### src/bfc_pkg.sv
// constants, types and helpers shared by the buck4 configuration bank
package bfc_pkg;

  // register addresses
  localparam logic [15:0] ADDR_CTRL_TWO = 16'h4065;
  localparam logic [15:0] ADDR_ON_CFG = 16'h4066;
  localparam logic [15:0] ADDR_SLEEP_CTRL = 16'h4067;
  localparam logic [15:0] ADDR_STATUS = 16'h40F0;

  // field positions
  localparam int SLOT_LSB = 13;
  localparam int SRC_LSB = 11;
  localparam int PICK_BIT = 10;
  localparam int MODE_LSB = 8;
  localparam int CODE_HI_LSB = 2;

  // reset values
  localparam logic [1:0] HWC_SRC_RST = 2'h0;
  localparam logic HWC_PICK_RST = 1'b0;
  localparam logic [1:0] HWC_MODE_RST = 2'h3;
  localparam logic [2:0] ON_SLOT_RST = 3'h0;
  localparam logic [1:0] ON_MODE_RST = 2'h1;
  localparam logic [6:0] ON_CODE_RST = 7'h00;
  localparam logic [2:0] SLP_SLOT_RST = 3'h0;
  localparam logic [1:0] SLP_MODE_RST = 2'h3;
  localparam logic [6:0] SLP_CODE_RST = 7'h00;

  // hardware-control source codes
  localparam logic [1:0] SRC_NONE = 2'h0;
  localparam logic [1:0] SRC_IN1 = 2'h1;
  localparam logic [1:0] SRC_IN2 = 2'h2;
  localparam logic [1:0] SRC_EITHER = 2'h3;

  // operating modes; under hardware control code 01 means disabled
  localparam logic [1:0] MODE_FCCM = 2'h0;
  localparam logic [1:0] MODE_AUTO = 2'h1;
  localparam logic [1:0] MODE_HWC_OFF = 2'h1;
  localparam logic [1:0] MODE_LDO = 2'h2;
  localparam logic [1:0] MODE_HYST = 2'h3;

  // slot codes
  localparam logic [2:0] SLOT_NEVER = 3'h0;
  localparam logic [2:0] SLOT_LAST = 3'h5;
  localparam logic [2:0] SLOT_HWEN1 = 3'h6;
  localparam logic [2:0] SLOT_HWEN2 = 3'h7;

  // voltage coding
  localparam logic [6:0] CODE_MAX = 7'h66;
  localparam logic [11:0] MV_BASE = 12'h0352;
  localparam logic [11:0] MV_STEP = 12'h0019;

  typedef enum logic [1:0] {ST_OFF, ST_ON, ST_SLEEP} bfc_state_type;

  function automatic logic [6:0] bfc_clamp_code(input logic [6:0] c);
    return (c > CODE_MAX) ? CODE_MAX : c;
  endfunction : bfc_clamp_code

endpackage : bfc_pkg

### src/bfc_cfg_if.sv
// configuration fields and status between register bank and core
`timescale 1ns/10ps
interface bfc_cfg_if;
  logic [1:0] hwc_src;
  logic hwc_pick;
  logic [1:0] hwc_mode;
  logic [2:0] on_slot;
  logic [1:0] on_mode;
  logic [6:0] on_code;
  logic [2:0] slp_slot;
  logic [1:0] slp_mode;
  logic [6:0] slp_code;
  logic [15:0] status;

  modport regs (
    output hwc_src, hwc_pick, hwc_mode, on_slot, on_mode, on_code,
    output slp_slot, slp_mode, slp_code,
    input status
  );
  modport core (
    input hwc_src, hwc_pick, hwc_mode, on_slot, on_mode, on_code,
    input slp_slot, slp_mode, slp_code,
    output status
  );
endinterface : bfc_cfg_if

### src/bfc_reg_bank.sv
// register storage, boot load and registered read port
`timescale 1ns/10ps
module bfc_reg_bank (
  input wire logic clock,
  input wire logic rstn,
  input wire logic [15:0] reg_addr,
  input wire logic [15:0] reg_wdata,
  input wire logic reg_wr,
  input wire logic reg_rd,
  output logic [15:0] reg_rdata,
  input wire logic boot_load,
  input wire logic [4:0] boot_code_hi,
  bfc_cfg_if.regs cfg
);
  logic [15:0] ctrl_r;
  logic [15:0] on_r;
  logic [15:0] slp_r;
  logic [15:0] rdata_r;
  logic [15:0] rd_sel;
  logic wr_ctrl;
  logic wr_on;
  logic wr_slp;

  assign wr_ctrl = reg_wr && (reg_addr == bfc_pkg::ADDR_CTRL_TWO);
  assign wr_on = reg_wr && (reg_addr == bfc_pkg::ADDR_ON_CFG);
  assign wr_slp = reg_wr && (reg_addr == bfc_pkg::ADDR_SLEEP_CTRL);

  // unused bits never stored, so they read as zero
  assign rd_sel = (reg_addr == bfc_pkg::ADDR_CTRL_TWO) ? ctrl_r :
                  (reg_addr == bfc_pkg::ADDR_ON_CFG) ? on_r :
                  (reg_addr == bfc_pkg::ADDR_SLEEP_CTRL) ? slp_r :
                  (reg_addr == bfc_pkg::ADDR_STATUS) ? cfg.status :
                  16'h0000;

  always_ff @(posedge clock or negedge rstn)
  begin
    if (!rstn)
    begin
      ctrl_r <= {3'h0, bfc_pkg::HWC_SRC_RST, bfc_pkg::HWC_PICK_RST,
                 bfc_pkg::HWC_MODE_RST, 8'h00};
      on_r <= {bfc_pkg::ON_SLOT_RST, 3'h0, bfc_pkg::ON_MODE_RST, 1'b0,
               bfc_pkg::ON_CODE_RST};
      slp_r <= {bfc_pkg::SLP_SLOT_RST, 3'h0, bfc_pkg::SLP_MODE_RST, 1'b0,
                bfc_pkg::SLP_CODE_RST};
      rdata_r <= 16'h0000;
    end
    else
    begin
      if (wr_ctrl)
        ctrl_r <= reg_wdata & 16'h1F00;
      if (wr_on)
        on_r <= reg_wdata & 16'hE37F;
      else if (boot_load)
        on_r[6:2] <= boot_code_hi;
      if (wr_slp)
        slp_r <= reg_wdata & 16'hE37F;
      rdata_r <= reg_rd ? rd_sel : 16'h0000;
    end
  end

  assign reg_rdata = rdata_r;
  assign cfg.hwc_src = ctrl_r[bfc_pkg::SRC_LSB +: 2];
  assign cfg.hwc_pick = ctrl_r[bfc_pkg::PICK_BIT];
  assign cfg.hwc_mode = ctrl_r[bfc_pkg::MODE_LSB +: 2];
  assign cfg.on_slot = on_r[bfc_pkg::SLOT_LSB +: 3];
  assign cfg.on_mode = on_r[bfc_pkg::MODE_LSB +: 2];
  assign cfg.on_code = on_r[6:0];
  assign cfg.slp_slot = slp_r[bfc_pkg::SLOT_LSB +: 3];
  assign cfg.slp_mode = slp_r[bfc_pkg::MODE_LSB +: 2];
  assign cfg.slp_code = slp_r[6:0];
endmodule : bfc_reg_bank

### src/bfc_volt_conv.sv
// converts the effective voltage code to millivolts
`timescale 1ns/10ps
module bfc_volt_conv (
  input wire logic clock,
  input wire logic rstn,
  input wire logic [6:0] code,
  output logic [11:0] millivolts
);
  logic [11:0] mv_r;
  logic [11:0] mv_nxt;

  // clamped code keeps the top of the range at the last legal step
  assign mv_nxt = bfc_pkg::MV_BASE
    + {5'h00, bfc_pkg::bfc_clamp_code(code)} * bfc_pkg::MV_STEP;

  always_ff @(posedge clock or negedge rstn)
  begin
    if (!rstn)
      mv_r <= bfc_pkg::MV_BASE;
    else
      mv_r <= mv_nxt;
  end

  assign millivolts = mv_r;
endmodule : bfc_volt_conv

### src/bfc_buck4_cfg.sv
// buck4 configuration bank: registers, power state and effective setting
// Overview of operation
// - under hardware control, voltage picks ON code at 0, SLEEP code at 1
// - hardware mode: 00 forced CCM, 01 off, 10 LDO, 11 hysteretic; reset 11
// - ON slot: 0 never, 1-5 startup slot, 6/7 follow enable input; reset 0
// - ON mode: forced CCM, auto, LDO, hysteretic; resets to auto
// - ON code split 6:2 and 1:0; 0.85V plus 25mV, clamped from 66h
// - only upper five ON code bits load from boot memory
// - SLEEP slot: 0 sleep in 5; 1-5 off in 5..1; 6 sleep 3; 7 sleep 1
// - with hardware enable, codes 1-5 pick sleep slot instead of disable
// - SLEEP mode: forced CCM, pulse skipping, LDO, hysteretic; reset 11
// - SLEEP code bits 6:0 coded like ON code; resets to zero
// - hardware source: none, input 1, input 2, either input
`timescale 1ns/10ps
module bfc_buck4_cfg (
  input wire logic clock,
  input wire logic rstn,
  input wire logic [15:0] reg_addr,
  input wire logic [15:0] reg_wdata,
  input wire logic reg_wr,
  input wire logic reg_rd,
  output logic [15:0] reg_rdata,
  input wire logic boot_load,
  input wire logic [4:0] boot_code_hi,
  input wire logic hwctl_pin1,
  input wire logic hwctl_pin2,
  input wire logic hwen_pin1,
  input wire logic hwen_pin2,
  input wire logic seq_valid,
  input wire logic seq_rising,
  input wire logic [2:0] seq_slot,
  output logic conv_enable,
  output logic [1:0] conv_mode,
  output logic [6:0] conv_volt_code,
  output logic [11:0] conv_millivolts
);
  bfc_cfg_if cfg ();

  logic [3:0] pin_meta_r;
  logic [3:0] pin_sync_r;
  logic hwc1;
  logic hwc2;
  logic hwen1;
  logic hwen2;
  bfc_pkg::bfc_state_type state_r;
  bfc_pkg::bfc_state_type state_nxt;
  logic enable_r;
  logic [1:0] mode_r;
  logic [6:0] code_r;
  logic enable_nxt;
  logic [1:0] mode_nxt;
  logic [6:0] code_nxt;
  logic hwc_active;
  logic hwc_off;
  logic hw_assigned;
  logic hw_level;
  logic slot_timed;
  logic start_hit;
  logic [2:0] sleep_target;
  logic sleep_disables;
  logic sleep_hit;
  logic wake_hit;
  logic [6:0] on_code_c;
  logic [6:0] slp_code_c;

  function automatic logic [2:0] sleep_slot_of(input logic [2:0] code);
    logic [2:0] s;
    s = 3'h5;
    case (code)
      3'h0: s = 3'h5;
      3'h1: s = 3'h5;
      3'h2: s = 3'h4;
      3'h3: s = 3'h3;
      3'h4: s = 3'h2;
      3'h5: s = 3'h1;
      3'h6: s = 3'h3;
      default: s = 3'h1;
    endcase
    return s;
  endfunction : sleep_slot_of

  bfc_reg_bank u_regs (
    .clock(clock),
    .rstn(rstn),
    .reg_addr(reg_addr),
    .reg_wdata(reg_wdata),
    .reg_wr(reg_wr),
    .reg_rd(reg_rd),
    .reg_rdata(reg_rdata),
    .boot_load(boot_load),
    .boot_code_hi(boot_code_hi),
    .cfg(cfg.regs)
  );

  bfc_volt_conv u_conv (
    .clock(clock),
    .rstn(rstn),
    .code(code_r),
    .millivolts(conv_millivolts)
  );

  // pins are asynchronous to the clock
  always_ff @(posedge clock or negedge rstn)
  begin
    if (!rstn)
    begin
      pin_meta_r <= 4'h0;
      pin_sync_r <= 4'h0;
    end
    else
    begin
      pin_meta_r <= {hwen_pin2, hwen_pin1, hwctl_pin2, hwctl_pin1};
      pin_sync_r <= pin_meta_r;
    end
  end

  assign hwc1 = pin_sync_r[0];
  assign hwc2 = pin_sync_r[1];
  assign hwen1 = pin_sync_r[2];
  assign hwen2 = pin_sync_r[3];

  assign hwc_active =
    (cfg.hwc_src == bfc_pkg::SRC_IN1 && hwc1) ||
    (cfg.hwc_src == bfc_pkg::SRC_IN2 && hwc2) ||
    (cfg.hwc_src == bfc_pkg::SRC_EITHER && (hwc1 || hwc2));
  // hardware mode 01 keeps the state but gates the converter off
  assign hwc_off = hwc_active &&
                   (cfg.hwc_mode == bfc_pkg::MODE_HWC_OFF);

  assign hw_assigned = (cfg.on_slot == bfc_pkg::SLOT_HWEN1) ||
                       (cfg.on_slot == bfc_pkg::SLOT_HWEN2);
  assign hw_level = (cfg.on_slot == bfc_pkg::SLOT_HWEN1) ? hwen1 : hwen2;
  assign slot_timed = (cfg.on_slot != bfc_pkg::SLOT_NEVER) &&
                      (cfg.on_slot <= bfc_pkg::SLOT_LAST);
  assign start_hit = seq_valid && seq_rising && slot_timed &&
                     (seq_slot == cfg.on_slot);

  assign sleep_target = sleep_slot_of(cfg.slp_slot);
  assign sleep_disables = (cfg.slp_slot != 3'h0) &&
                          (cfg.slp_slot <= bfc_pkg::SLOT_LAST);
  assign sleep_hit = seq_valid && !seq_rising &&
                     (seq_slot == sleep_target);
  assign wake_hit = seq_valid && seq_rising &&
                    (seq_slot == sleep_target);

  assign on_code_c = bfc_pkg::bfc_clamp_code(cfg.on_code);
  assign slp_code_c = bfc_pkg::bfc_clamp_code(cfg.slp_code);

  // power state; hardware enable overrides the timed sequence
  always_comb
  begin
    state_nxt = state_r;
    unique case (state_r)
      bfc_pkg::ST_OFF:
      begin
        if (hw_assigned)
          state_nxt = hw_level ? bfc_pkg::ST_ON : bfc_pkg::ST_OFF;
        else if (start_hit)
          state_nxt = bfc_pkg::ST_ON;
      end
      bfc_pkg::ST_ON:
      begin
        if (hw_assigned && !hw_level)
          state_nxt = bfc_pkg::ST_OFF;
        else if (sleep_hit && sleep_disables && !hw_assigned)
          state_nxt = bfc_pkg::ST_OFF;
        else if (sleep_hit)
          state_nxt = bfc_pkg::ST_SLEEP;
      end
      bfc_pkg::ST_SLEEP:
      begin
        if (hw_assigned && !hw_level)
          state_nxt = bfc_pkg::ST_OFF;
        else if (wake_hit)
          state_nxt = bfc_pkg::ST_ON;
      end
    endcase
  end

  // effective setting presented to the converter
  always_comb
  begin
    enable_nxt = (state_r != bfc_pkg::ST_OFF);
    mode_nxt = cfg.on_mode;
    code_nxt = on_code_c;
    if (state_r == bfc_pkg::ST_SLEEP)
    begin
      mode_nxt = cfg.slp_mode;
      code_nxt = slp_code_c;
    end
    if (hwc_active && state_r != bfc_pkg::ST_OFF)
    begin
      mode_nxt = cfg.hwc_mode;
      code_nxt = cfg.hwc_pick ? slp_code_c : on_code_c;
      if (cfg.hwc_mode == bfc_pkg::MODE_HWC_OFF)
        enable_nxt = 1'b0;
    end
  end

  always_ff @(posedge clock or negedge rstn)
  begin
    if (!rstn)
    begin
      state_r <= bfc_pkg::ST_OFF;
      enable_r <= 1'b0;
      mode_r <= bfc_pkg::ON_MODE_RST;
      code_r <= bfc_pkg::ON_CODE_RST;
    end
    else
    begin
      state_r <= state_nxt;
      enable_r <= enable_nxt;
      mode_r <= mode_nxt;
      code_r <= code_nxt;
    end
  end

  // status word: state, enable, hw active, mode; code is not reported
  assign cfg.status = {9'h000, state_r, enable_r, hwc_active, mode_r,
                       1'b0};

  assign conv_enable = enable_r;
  assign conv_mode = mode_r;
  assign conv_volt_code = code_r;
endmodule : bfc_buck4_cfg

### config.mk
export PLATFORM = sky130hd
export DESIGN_NAME = bfc_buck4_cfg
export DESIGN_NICKNAME = d
export VERILOG_FILES = /design/src/bfc_pkg.sv /design/src/bfc_cfg_if.sv /design/src/bfc_reg_bank.sv /design/src/bfc_volt_conv.sv /design/src/bfc_buck4_cfg.sv
export SDC_FILE = /design/constraint.sdc
export NUM_CORES = 1
export LEC_CHECK = 0
export BUFFER_PORTS_ARGS = -buffer_cell sky130_fd_sc_hd__buf_2
export CAP_MARGIN = 20
export CORE_MARGIN = 2
export CORE_UTILIZATION = 35
export CTS_BUF_LIST = sky130_fd_sc_hd__clkbuf_4 sky130_fd_sc_hd__clkbuf_8 sky130_fd_sc_hd__clkbuf_16
export DETAILED_ROUTE_END_ITERATION = 12
export PLACE_DENSITY = 0.53
export RECOVER_POWER = 25
export SETUP_SLACK_MARGIN = 0.4
export SLEW_MARGIN = 25
export SYNTH_ARGS = -nofsm -noshare
export SYNTH_HDL_FRONTEND = slang
export SYNTH_HIERARCHICAL = 1
export SYNTH_SLANG_ARGS = --single-unit
### constraint.sdc
create_clock -name clock -period 6.2 [get_ports clock]
set_clock_uncertainty 0.1 [all_clocks]
set_input_delay 0.93 -clock clock [delete_from_list [all_inputs] [get_ports clock]]
set_output_delay 0.93 -clock clock [all_outputs]
set_load 0.05 [all_outputs]
==> results of run 1 <==
power groups by stage:
stage	clock [uW]	sequential (uW)	combinational [uW]
6_report	569	619	846
5_1_grt	610	628	953
4_1_cts	590	620	856
3_5_place_dp	0	629	845
3_3_place_gp	0	629	836
2_1_floorplan	0	804	481
flip-flops by register name, summed over array words and instances (netlist names):
| register | count |
|---|---|
| u_regs/on_r | 12 |
| pin_sync_r | 4 |
| u_regs/slp_r | 12 |
| pin_meta_r | 4 |
| state_r | 2 |
| u_regs/ctrl_r | 5 |
| u_conv/millivolts | 12 |
| u_regs/reg_rdata | 16 |
| conv_enable | 1 |
| conv_mode | 2 |
| conv_volt_code | 7 |
logic make-up after synthesis:
kind of cell / Yosys count / share of synthesized area, %
adders and majority gates: 28 / 9.03
buffers and inverters: 40 / 3.91
AOI/OAI and AO/OA: 78 / 13.0
other: 1 / 0.0908
xor gates and xnor gates: 7 / 1.48
and+or+nand+nor: 91 / 13.0
muxes: 43 / 12.5
DFF: 77 / 47.0
synthesized netlist by cell type (3+ instances only):
| library cell | instances |
|---|---|
| nor3_1 | 3 |
| ha_1 | 25 |
| nand3b_1 | 3 |
| a31oi_1 | 3 |
| xnor2_1 | 5 |
| a311oi_1 | 3 |
| clkbuf_1 | 7 |
| nand2_1 | 17 |
| nand3_1 | 22 |
| mux2_2 | 28 |
| nand2b_1 | 4 |
| nand4_1 | 4 |
| fa_1 | 3 |
| a211oi_1 | 3 |
| mux2_4 | 10 |
| inv_1 | 28 |
| a221oi_1 | 8 |
| buf_2 | 3 |
| a311o_1 | 3 |
| a32oi_1 | 4 |
| mux2i_1 | 5 |
| dfrtp_1 | 66 |
| a21oi_1 | 12 |
| o21ai_0 | 25 |
| nor2_1 | 16 |
| dfstp_2 | 11 |
per-layer routing:
layer | vias up | wire length, um | track usage, %
li1 | 1520 | - | -
met1 | 1498 | 4450 | 20.7
met2 | 93 | 4550 | 25.2
met3 | 4 | 512 | 5.29
met4 | 0 | 42 | 3.90
met5 | - | 0 | 0
final timing paths:
path                                        startpoint                         endpoint  slack (ps)  cells past startpoint
max in group asynchronous                         rstn          pin_sync_r[3]$_DFF_PN0_        5010                      1
min                            pin_meta_r[2]$_DFF_PN0_          pin_sync_r[2]$_DFF_PN0_         250                      0
max                                       reg_addr[13]       u_regs/on_r[2]$_DFFE_PN0P_        2700                      5
max reg2reg                conv_volt_code[3]$_DFF_PN0_  u_conv/millivolts[11]$_DFF_PN0_        2960                     12
min reg2reg                    pin_meta_r[2]$_DFF_PN0_          pin_sync_r[2]$_DFF_PN0_         250                      0
min in group asynchronous                         rstn   u_conv/millivolts[2]$_DFF_PN0_         500                      1
area by class of cell:
| cell class | instances | area share, % |
|---|---|---|
| multi-input cells | 257 | 40.7 |
| flip-flops and latches | 77 | 38.4 |
| repair buffers | 87 | 8.73 |
| clock buffers | 11 | 4.87 |
| well taps | 143 | 3.54 |
| inverters | 28 | 2.08 |
| clock inverters | 5 | 1.66 |
through the flow:
step	setup WS [ps]	power (uW)	area, um^2
2_1_floorplan	2930	1280	4160
3_3_place_gp	2370	1470	4720
3_5_place_dp	2370	1470	4720
4_1_cts	2730	2070	5050
5_1_grt	2600	2190	5060
6_report	2700	2030	5060
worst reg2reg max path: cells and delay by family, from the launching register on:
| family | cells | cell delay (ps) |
|---|---|---|
| simple gates | 1 | 110 |
| compound gates | 4 | 780 |
| fa+ha+maj | 4 | 1500 |
| xor+xnor | 1 | 150 |
| buf+inv | 2 | 110 |
| flops | 1 | 410 |
==> out/metrics.cfg, run 1 <==
[global_route]
antenna_found_initial=0
grt_pass1_wl_um=15600
grt_usage_pct=15.8
grt_pass1_vias=3057
grt_overflow_total=0
grt_max_degree=78

[floorplan]
dieArea_um2=12700
die_y_um=113
row_count=39
start_util_pct=36.0
core-area_um2=11500
dieWidth_um=113
ios=89

[worst_setup_path]
critPathRequiredTime_ps=6310
critPathMaxStageDelay_ps=850
arrival_ps=3610
path_delay_family=simple AND/OR/NAND/NOR gates
crit_slowest_cell=nor4_4
cp_num_buf_inv=1
worstSetupStartpointType=input port
cp_max_fo=17
crit_chain=buf_2 -> or4b_4 -> nor4_4 -> nand4_2 -> mux2_4
endpoint_kind=flip-flop
path_class=in2reg

[cells_and_area]
n_fill_cell=1071
final_common_cell=buf_2
drive_above_1_share_pct=35.5
final_cells=608
diodes=0
area_delta_synth_final_pct=22.5
layout_common_cells=buf_2 (86), dfrtp_1 (66), inv_1 (28), mux2_2 (28)
finish.utilization_pct=44.1
finalNetCount=539
regArea_um2=1940
multi_input_area_um2=2060

[sta]
rsz0062_at_grt=false
worst_pin_slew_ps=929
slew_viol_final=0
finalSetupTns_ps=0
hold_viol_final=0
slew-limit-headroom_pct=37.6
layout_worst_path_cycle_share_pct=56.4
fmax_mhz=286
hold_slack_ps=248
finalWorstPathRequiredPeriod_ps=3500
setup_viol=0

[logic_synthesis]
synth_top_cell_area_share_pct=40.0
synth_edf_count=0
synthArstFlopShare_pct=100
synth_top_cell_by_area=dfrtp_1
syn_area_um2=4130
synth_cells=365
dominantRegCellSynth=dfrtp_1
ys_seq_area_share_pct=47.0
synth_seq_cells=77
synth.avg_cell_area_um2=11.3
yosys_warnings=6
ys_types=57
yosys-top-cells-area=dfrtp_1 (40%), mux2_2 (7.6%), ha_1 (7.6%)

[power]
power_frac_seq_pct=30.4
leakagePower_uw=0.00246
ir_drop_uv=366
p_per_area_nw_per_um2=402
p_int_uw=1260
p_clk_share_pct=28.0
p_sw_share_pct=38.0
p_switching_uw=773
combinationalPowerShare_pct=41.6

[clock_tree]
insertion_delay_ps=330
cts_setup_buffers=0
clk_path_buf_depth=2
tritoncts=built
ctsRootBufferMaster=clkbuf_16
clock_sinks=77
clk_pin_slew_ps=50
htreeDepth=3
numCtsBuffers=9
hold_buffers=0
cts-resized-gates=0

[routing]
drt_iter0_markers=201
post-route-drc-count=0
dr.pass1.iters=5
routedWlPerCell_um=15.7
vias_per_cell=5.12
ant_nets=0
vias=3115
routed_wl_um=9560

[placed_design]
dp_cells=592
port_buffers=87
gp_congestion=0.786
dp_hpwl_um=7260

[status]
status=completed

[flow_run]
maxCapViolCount=0

[worst_hold_path]
hold_path.class=reg2reg

Power figures use the tool's default switching activity.
==> run 2: changes to the inputs <==
--- a/config.mk
+++ b/config.mk
@@ -5,13 +5,14 @@
 export SDC_FILE = /design/constraint.sdc
 export NUM_CORES = 1
 export LEC_CHECK = 0
+export ABC_AREA = 1
 export BUFFER_PORTS_ARGS = -buffer_cell sky130_fd_sc_hd__buf_2
 export CAP_MARGIN = 20
 export CORE_MARGIN = 2
 export CORE_UTILIZATION = 35
 export CTS_BUF_LIST = sky130_fd_sc_hd__clkbuf_4 sky130_fd_sc_hd__clkbuf_8 sky130_fd_sc_hd__clkbuf_16
 export DETAILED_ROUTE_END_ITERATION = 12
-export PLACE_DENSITY = 0.53
+export PLACE_DENSITY = 0.55
 export RECOVER_POWER = 25
 export SETUP_SLACK_MARGIN = 0.4
 export SLEW_MARGIN = 25
==> constraint.sdc (replaced) <==
create_clock -name clock -period 2.9 [get_ports clock]
set_clock_uncertainty 0.1 [all_clocks]
set_input_delay 0.435 -clock clock [delete_from_list [all_inputs] [get_ports clock]]
set_output_delay 0.435 -clock clock [all_outputs]
set_load 0.05 [all_outputs]
==> run 2 against run 1 <==
Net effect: the flow now finishes with violations (max-capacitance violations, max-slew violations); power is 140% higher; flip-flop and latch count stayed put; register-to-register slack worse by 2900 ps; first-iteration DRC count is 10% lower; critical endpoint is now u_conv/millivolts[10]$_DFF_PN0_; largest power group unchanged; highest routed layer unchanged.
==> out/metrics.cfg, run 2 <==
[status]
status=complete, but fails checks
violations=max-capacitance violations, max-slew violations

[routing]
post-route-drc-count=0  ; unchanged
routed_wl_um=10400  ; +8.4%
ant_nets=0  ; unchanged
vias=3880  ; +25%
dr.pass1.iters=5  ; unchanged
routedWlPerCell_um=12.2  ; -22%
vias_per_cell=4.56  ; -11%
drt_iter0_markers=181  ; -10%

[floorplan]
dieArea_um2=13800  ; +9.0%
start_util_pct=35.8  ; -0.23 points
dieWidth_um=118  ; +4.4%
core-area_um2=12600  ; +10%
row_count=41  ; +5.1%
ios=89  ; unchanged
die_y_um=118  ; +4.4%

[power]
power_frac_seq_pct=27.4  ; -3.0 points
p_sw_share_pct=41.0  ; +3.0 points
leakagePower_uw=0.00307  ; +25%
p_clk_share_pct=21.3  ; -6.7 points
p_per_area_nw_per_um2=856  ; +110%
combinationalPowerShare_pct=51.3  ; +9.7 points
p_switching_uw=1990  ; +160%
p_int_uw=2860  ; +130%
ir_drop_uv=393  ; +7.1%

[sta]
finalWorstPathRequiredPeriod_ps=2800
rsz0062_at_grt=true
hold_slack_ps=97.0  ; -151 ps
layout_worst_path_cycle_share_pct=96.6
finalSetupTns_ps=0  ; unchanged
slew-limit-headroom_pct=-22.4  ; -60 points
hold_viol_final=0  ; unchanged
fmax_mhz=357
setup_viol=0  ; unchanged
worst_pin_slew_ps=1840  ; +906 ps
slew_viol_final=78  ; +78

[worst_setup_path]
cp_max_fo=4  ; -13
critPathRequiredTime_ps=3030  ; -3280 ps
worstSetupStartpointType=flip-flop
r2r_start=conv_volt_code[3]$_DFF_PN0_
r2r-end=u_conv/millivolts[10]$_DFF_PN0_
cp-startpoint=conv_volt_code[3]$_DFF_PN0_
critPathCapture=u_conv/millivolts[10]$_DFF_PN0_
arrival_ps=2930  ; -680 ps
path_class=reg2reg
rr_worst_depth=17  ; +5
endpoint_kind=flip-flop
r2r_setup_slack_ps=100  ; -2860 ps

[clock_tree]
clk_path_buf_depth=2  ; unchanged
insertion_delay_ps=340  ; about the same
clk_pin_slew_ps=60  ; about the same
htreeDepth=3  ; unchanged
tritoncts=built
numCtsBuffers=9  ; unchanged
ctsRootBufferMaster=clkbuf_16
clock_sinks=77  ; unchanged
hold_buffers=0  ; unchanged

[logic_synthesis]
synth.avg_cell_area_um2=7.99  ; -29%
yosys-top-cells-area=dfrtp_1 (37%), nand2_1 (12%), ha_1 (6.9%)
yosys_warnings=6  ; unchanged
synthArstFlopShare_pct=100  ; unchanged
ys_seq_area_share_pct=43.0  ; -4.0 points
synth_cells=565  ; +55%
yosys-top-cells-count=nand2_1 (141), inv_1 (82), dfrtp_1 (66)
synth_edf_count=0  ; unchanged
yosysMostFrequentCell=nand2_1
synth_seq_cells=77  ; unchanged
ys_types=45  ; -21%
dominantRegCellSynth=dfrtp_1
syn_area_um2=4510  ; +9.3%
synth_top_cell_area_share_pct=36.6  ; -3.4 points
synth_top_cell_by_area=dfrtp_1

[cells_and_area]
n_fill_cell=1297  ; +21%
diodes=0  ; unchanged
final_common_cell=nand2_1
area_delta_synth_final_pct=25.6
largest_reg_flops=16  ; unchanged
finalNetCount=752  ; +40%
layout_common_cells=nand2_1 (136), buf_2 (86), inv_1 (77)
drive_above_1_share_pct=31.4  ; -4.1 points

[placed_design]
port_buffers=87  ; unchanged
gp_congestion=0.850  ; +8.1%
dp_hpwl_um=7720  ; +6.4%

[global_route]
grt_pass1_wl_um=18100  ; +16%
antenna_found_initial=0  ; unchanged
grt_max_degree=78  ; unchanged
grt_usage_pct=16.2  ; +0.40 points
grt_pass1_vias=3948  ; +29%
grt_overflow_total=0  ; unchanged

[flow_run]
maxCapViolCount=1  ; +1

[worst_hold_path]
hold_path.class=in2reg

[run 2: cell types whose count changed in the layout (fill, tap and decap cells not counted), sizes merged, moves of 5 or more]
cell and change:
nand3 +24, clkinv +5, nand4 +14, buf +13, nand2 +141, mux2i -5
a221oi -8, o21ai +12, nor2 +32, mux2 -38, inv +69, nor3 +5
[run 2: metal layers]
metal  vias up  track usage (%)  routed length (um)
met2        86             27.8                5100
met4         0             7.00                 285
met5         -                0                   0
met1      1784             19.2                4540
li1       1988                -                   -
met3        22             4.07                 444
[run 2: worst min-delay path by stage]
stage / start / endpoint / cells after the start
floorplan: rstn / conv_enable$_DFF_PN0_ / 0
global placement: pin_meta_r[2]$_DFF_PN0_ / pin_sync_r[2]$_DFF_PN0_ / 0
detailed placement: pin_meta_r[1]$_DFF_PN0_ / pin_sync_r[1]$_DFF_PN0_ / 0
CTS: hwctl_pin1 / pin_meta_r[0]$_DFF_PN0_ / 1
global route: hwen_pin2 / pin_meta_r[3]$_DFF_PN0_ / 1
finish: hwctl_pin1 / pin_meta_r[0]$_DFF_PN0_ / 1
[run 2: area by class of cell]
cell class,instances,area [um^2],share of cell area [%]
Clock inverter,6,38.8,0.684
Timing Repair Buffer,101,544,9.60
Tap cell,172,215,3.80
Clock buffer,10,239,4.21
Multi-Input combinational cell,385,2310,40.8
Inverter,99,372,6.55
Sequential cell,77,1950,34.4
[run 2: power groups by stage]
stage | Sequential, uW | Clock (uW) | Combinational [uW]
finish | 1330 | 1030 | 2490
global placement | 1350 | 0 | 2080
CTS | 1330 | 1060 | 2340
global route | 1350 | 1100 | 2760
floorplan | 1740 | 0 | 1230
detailed placement | 1350 | 0 | 2110
[run 2: metrics by stage]
stage	std cells	total power (uW)	instance area (um^2)	setup WS, ps	util [%]
floorplan	574	2980	4630	4.17	-
global placement	828	3420	5250	25.9	41.6
detailed placement	828	3450	5250	-5.48	41.6
CTS	850	4730	5620	130	44.5
global route	850	5210	5670	-17.6	44.9
finish	850	4850	5670	98.5	44.9
[run 2: cell families after synthesis]
family	after synthesis	share of synthesized area (%)
flip-flops	77	43.0
AO/OA/AOI/OAI	58	7.43
buffers and inverters	112	10.3
XOR/XNOR	3	0.582
other	1	0.0831
adder cells (fa/ha/maj)	28	8.26
AND/OR/NAND/NOR	286	30.3
[run 2: worst max-delay path: stages (launching register included)]
cell,delay (ps)
dfrtp_2,420
nor2_4,120
o21ai_2,60
nand2_2,100
inv_2,50
nor2_4,80
inv_2,50
ha_4,260
inv_2,30
fa_1,480
inv_2,40
ha_4,210
ha_4,300
nand3_2,90
nand2_4,90
nand2_2,60
nand3_1,80
nand2_1,50
[run 2: timing repair]
item / in CTS / in global routing
gates resized for setup: 10 / 11
pin swaps: 6 / 2
setup buffers: 6 / 0
endpoints found under the setup margin: 7 / 7
cloned: 0 / 0
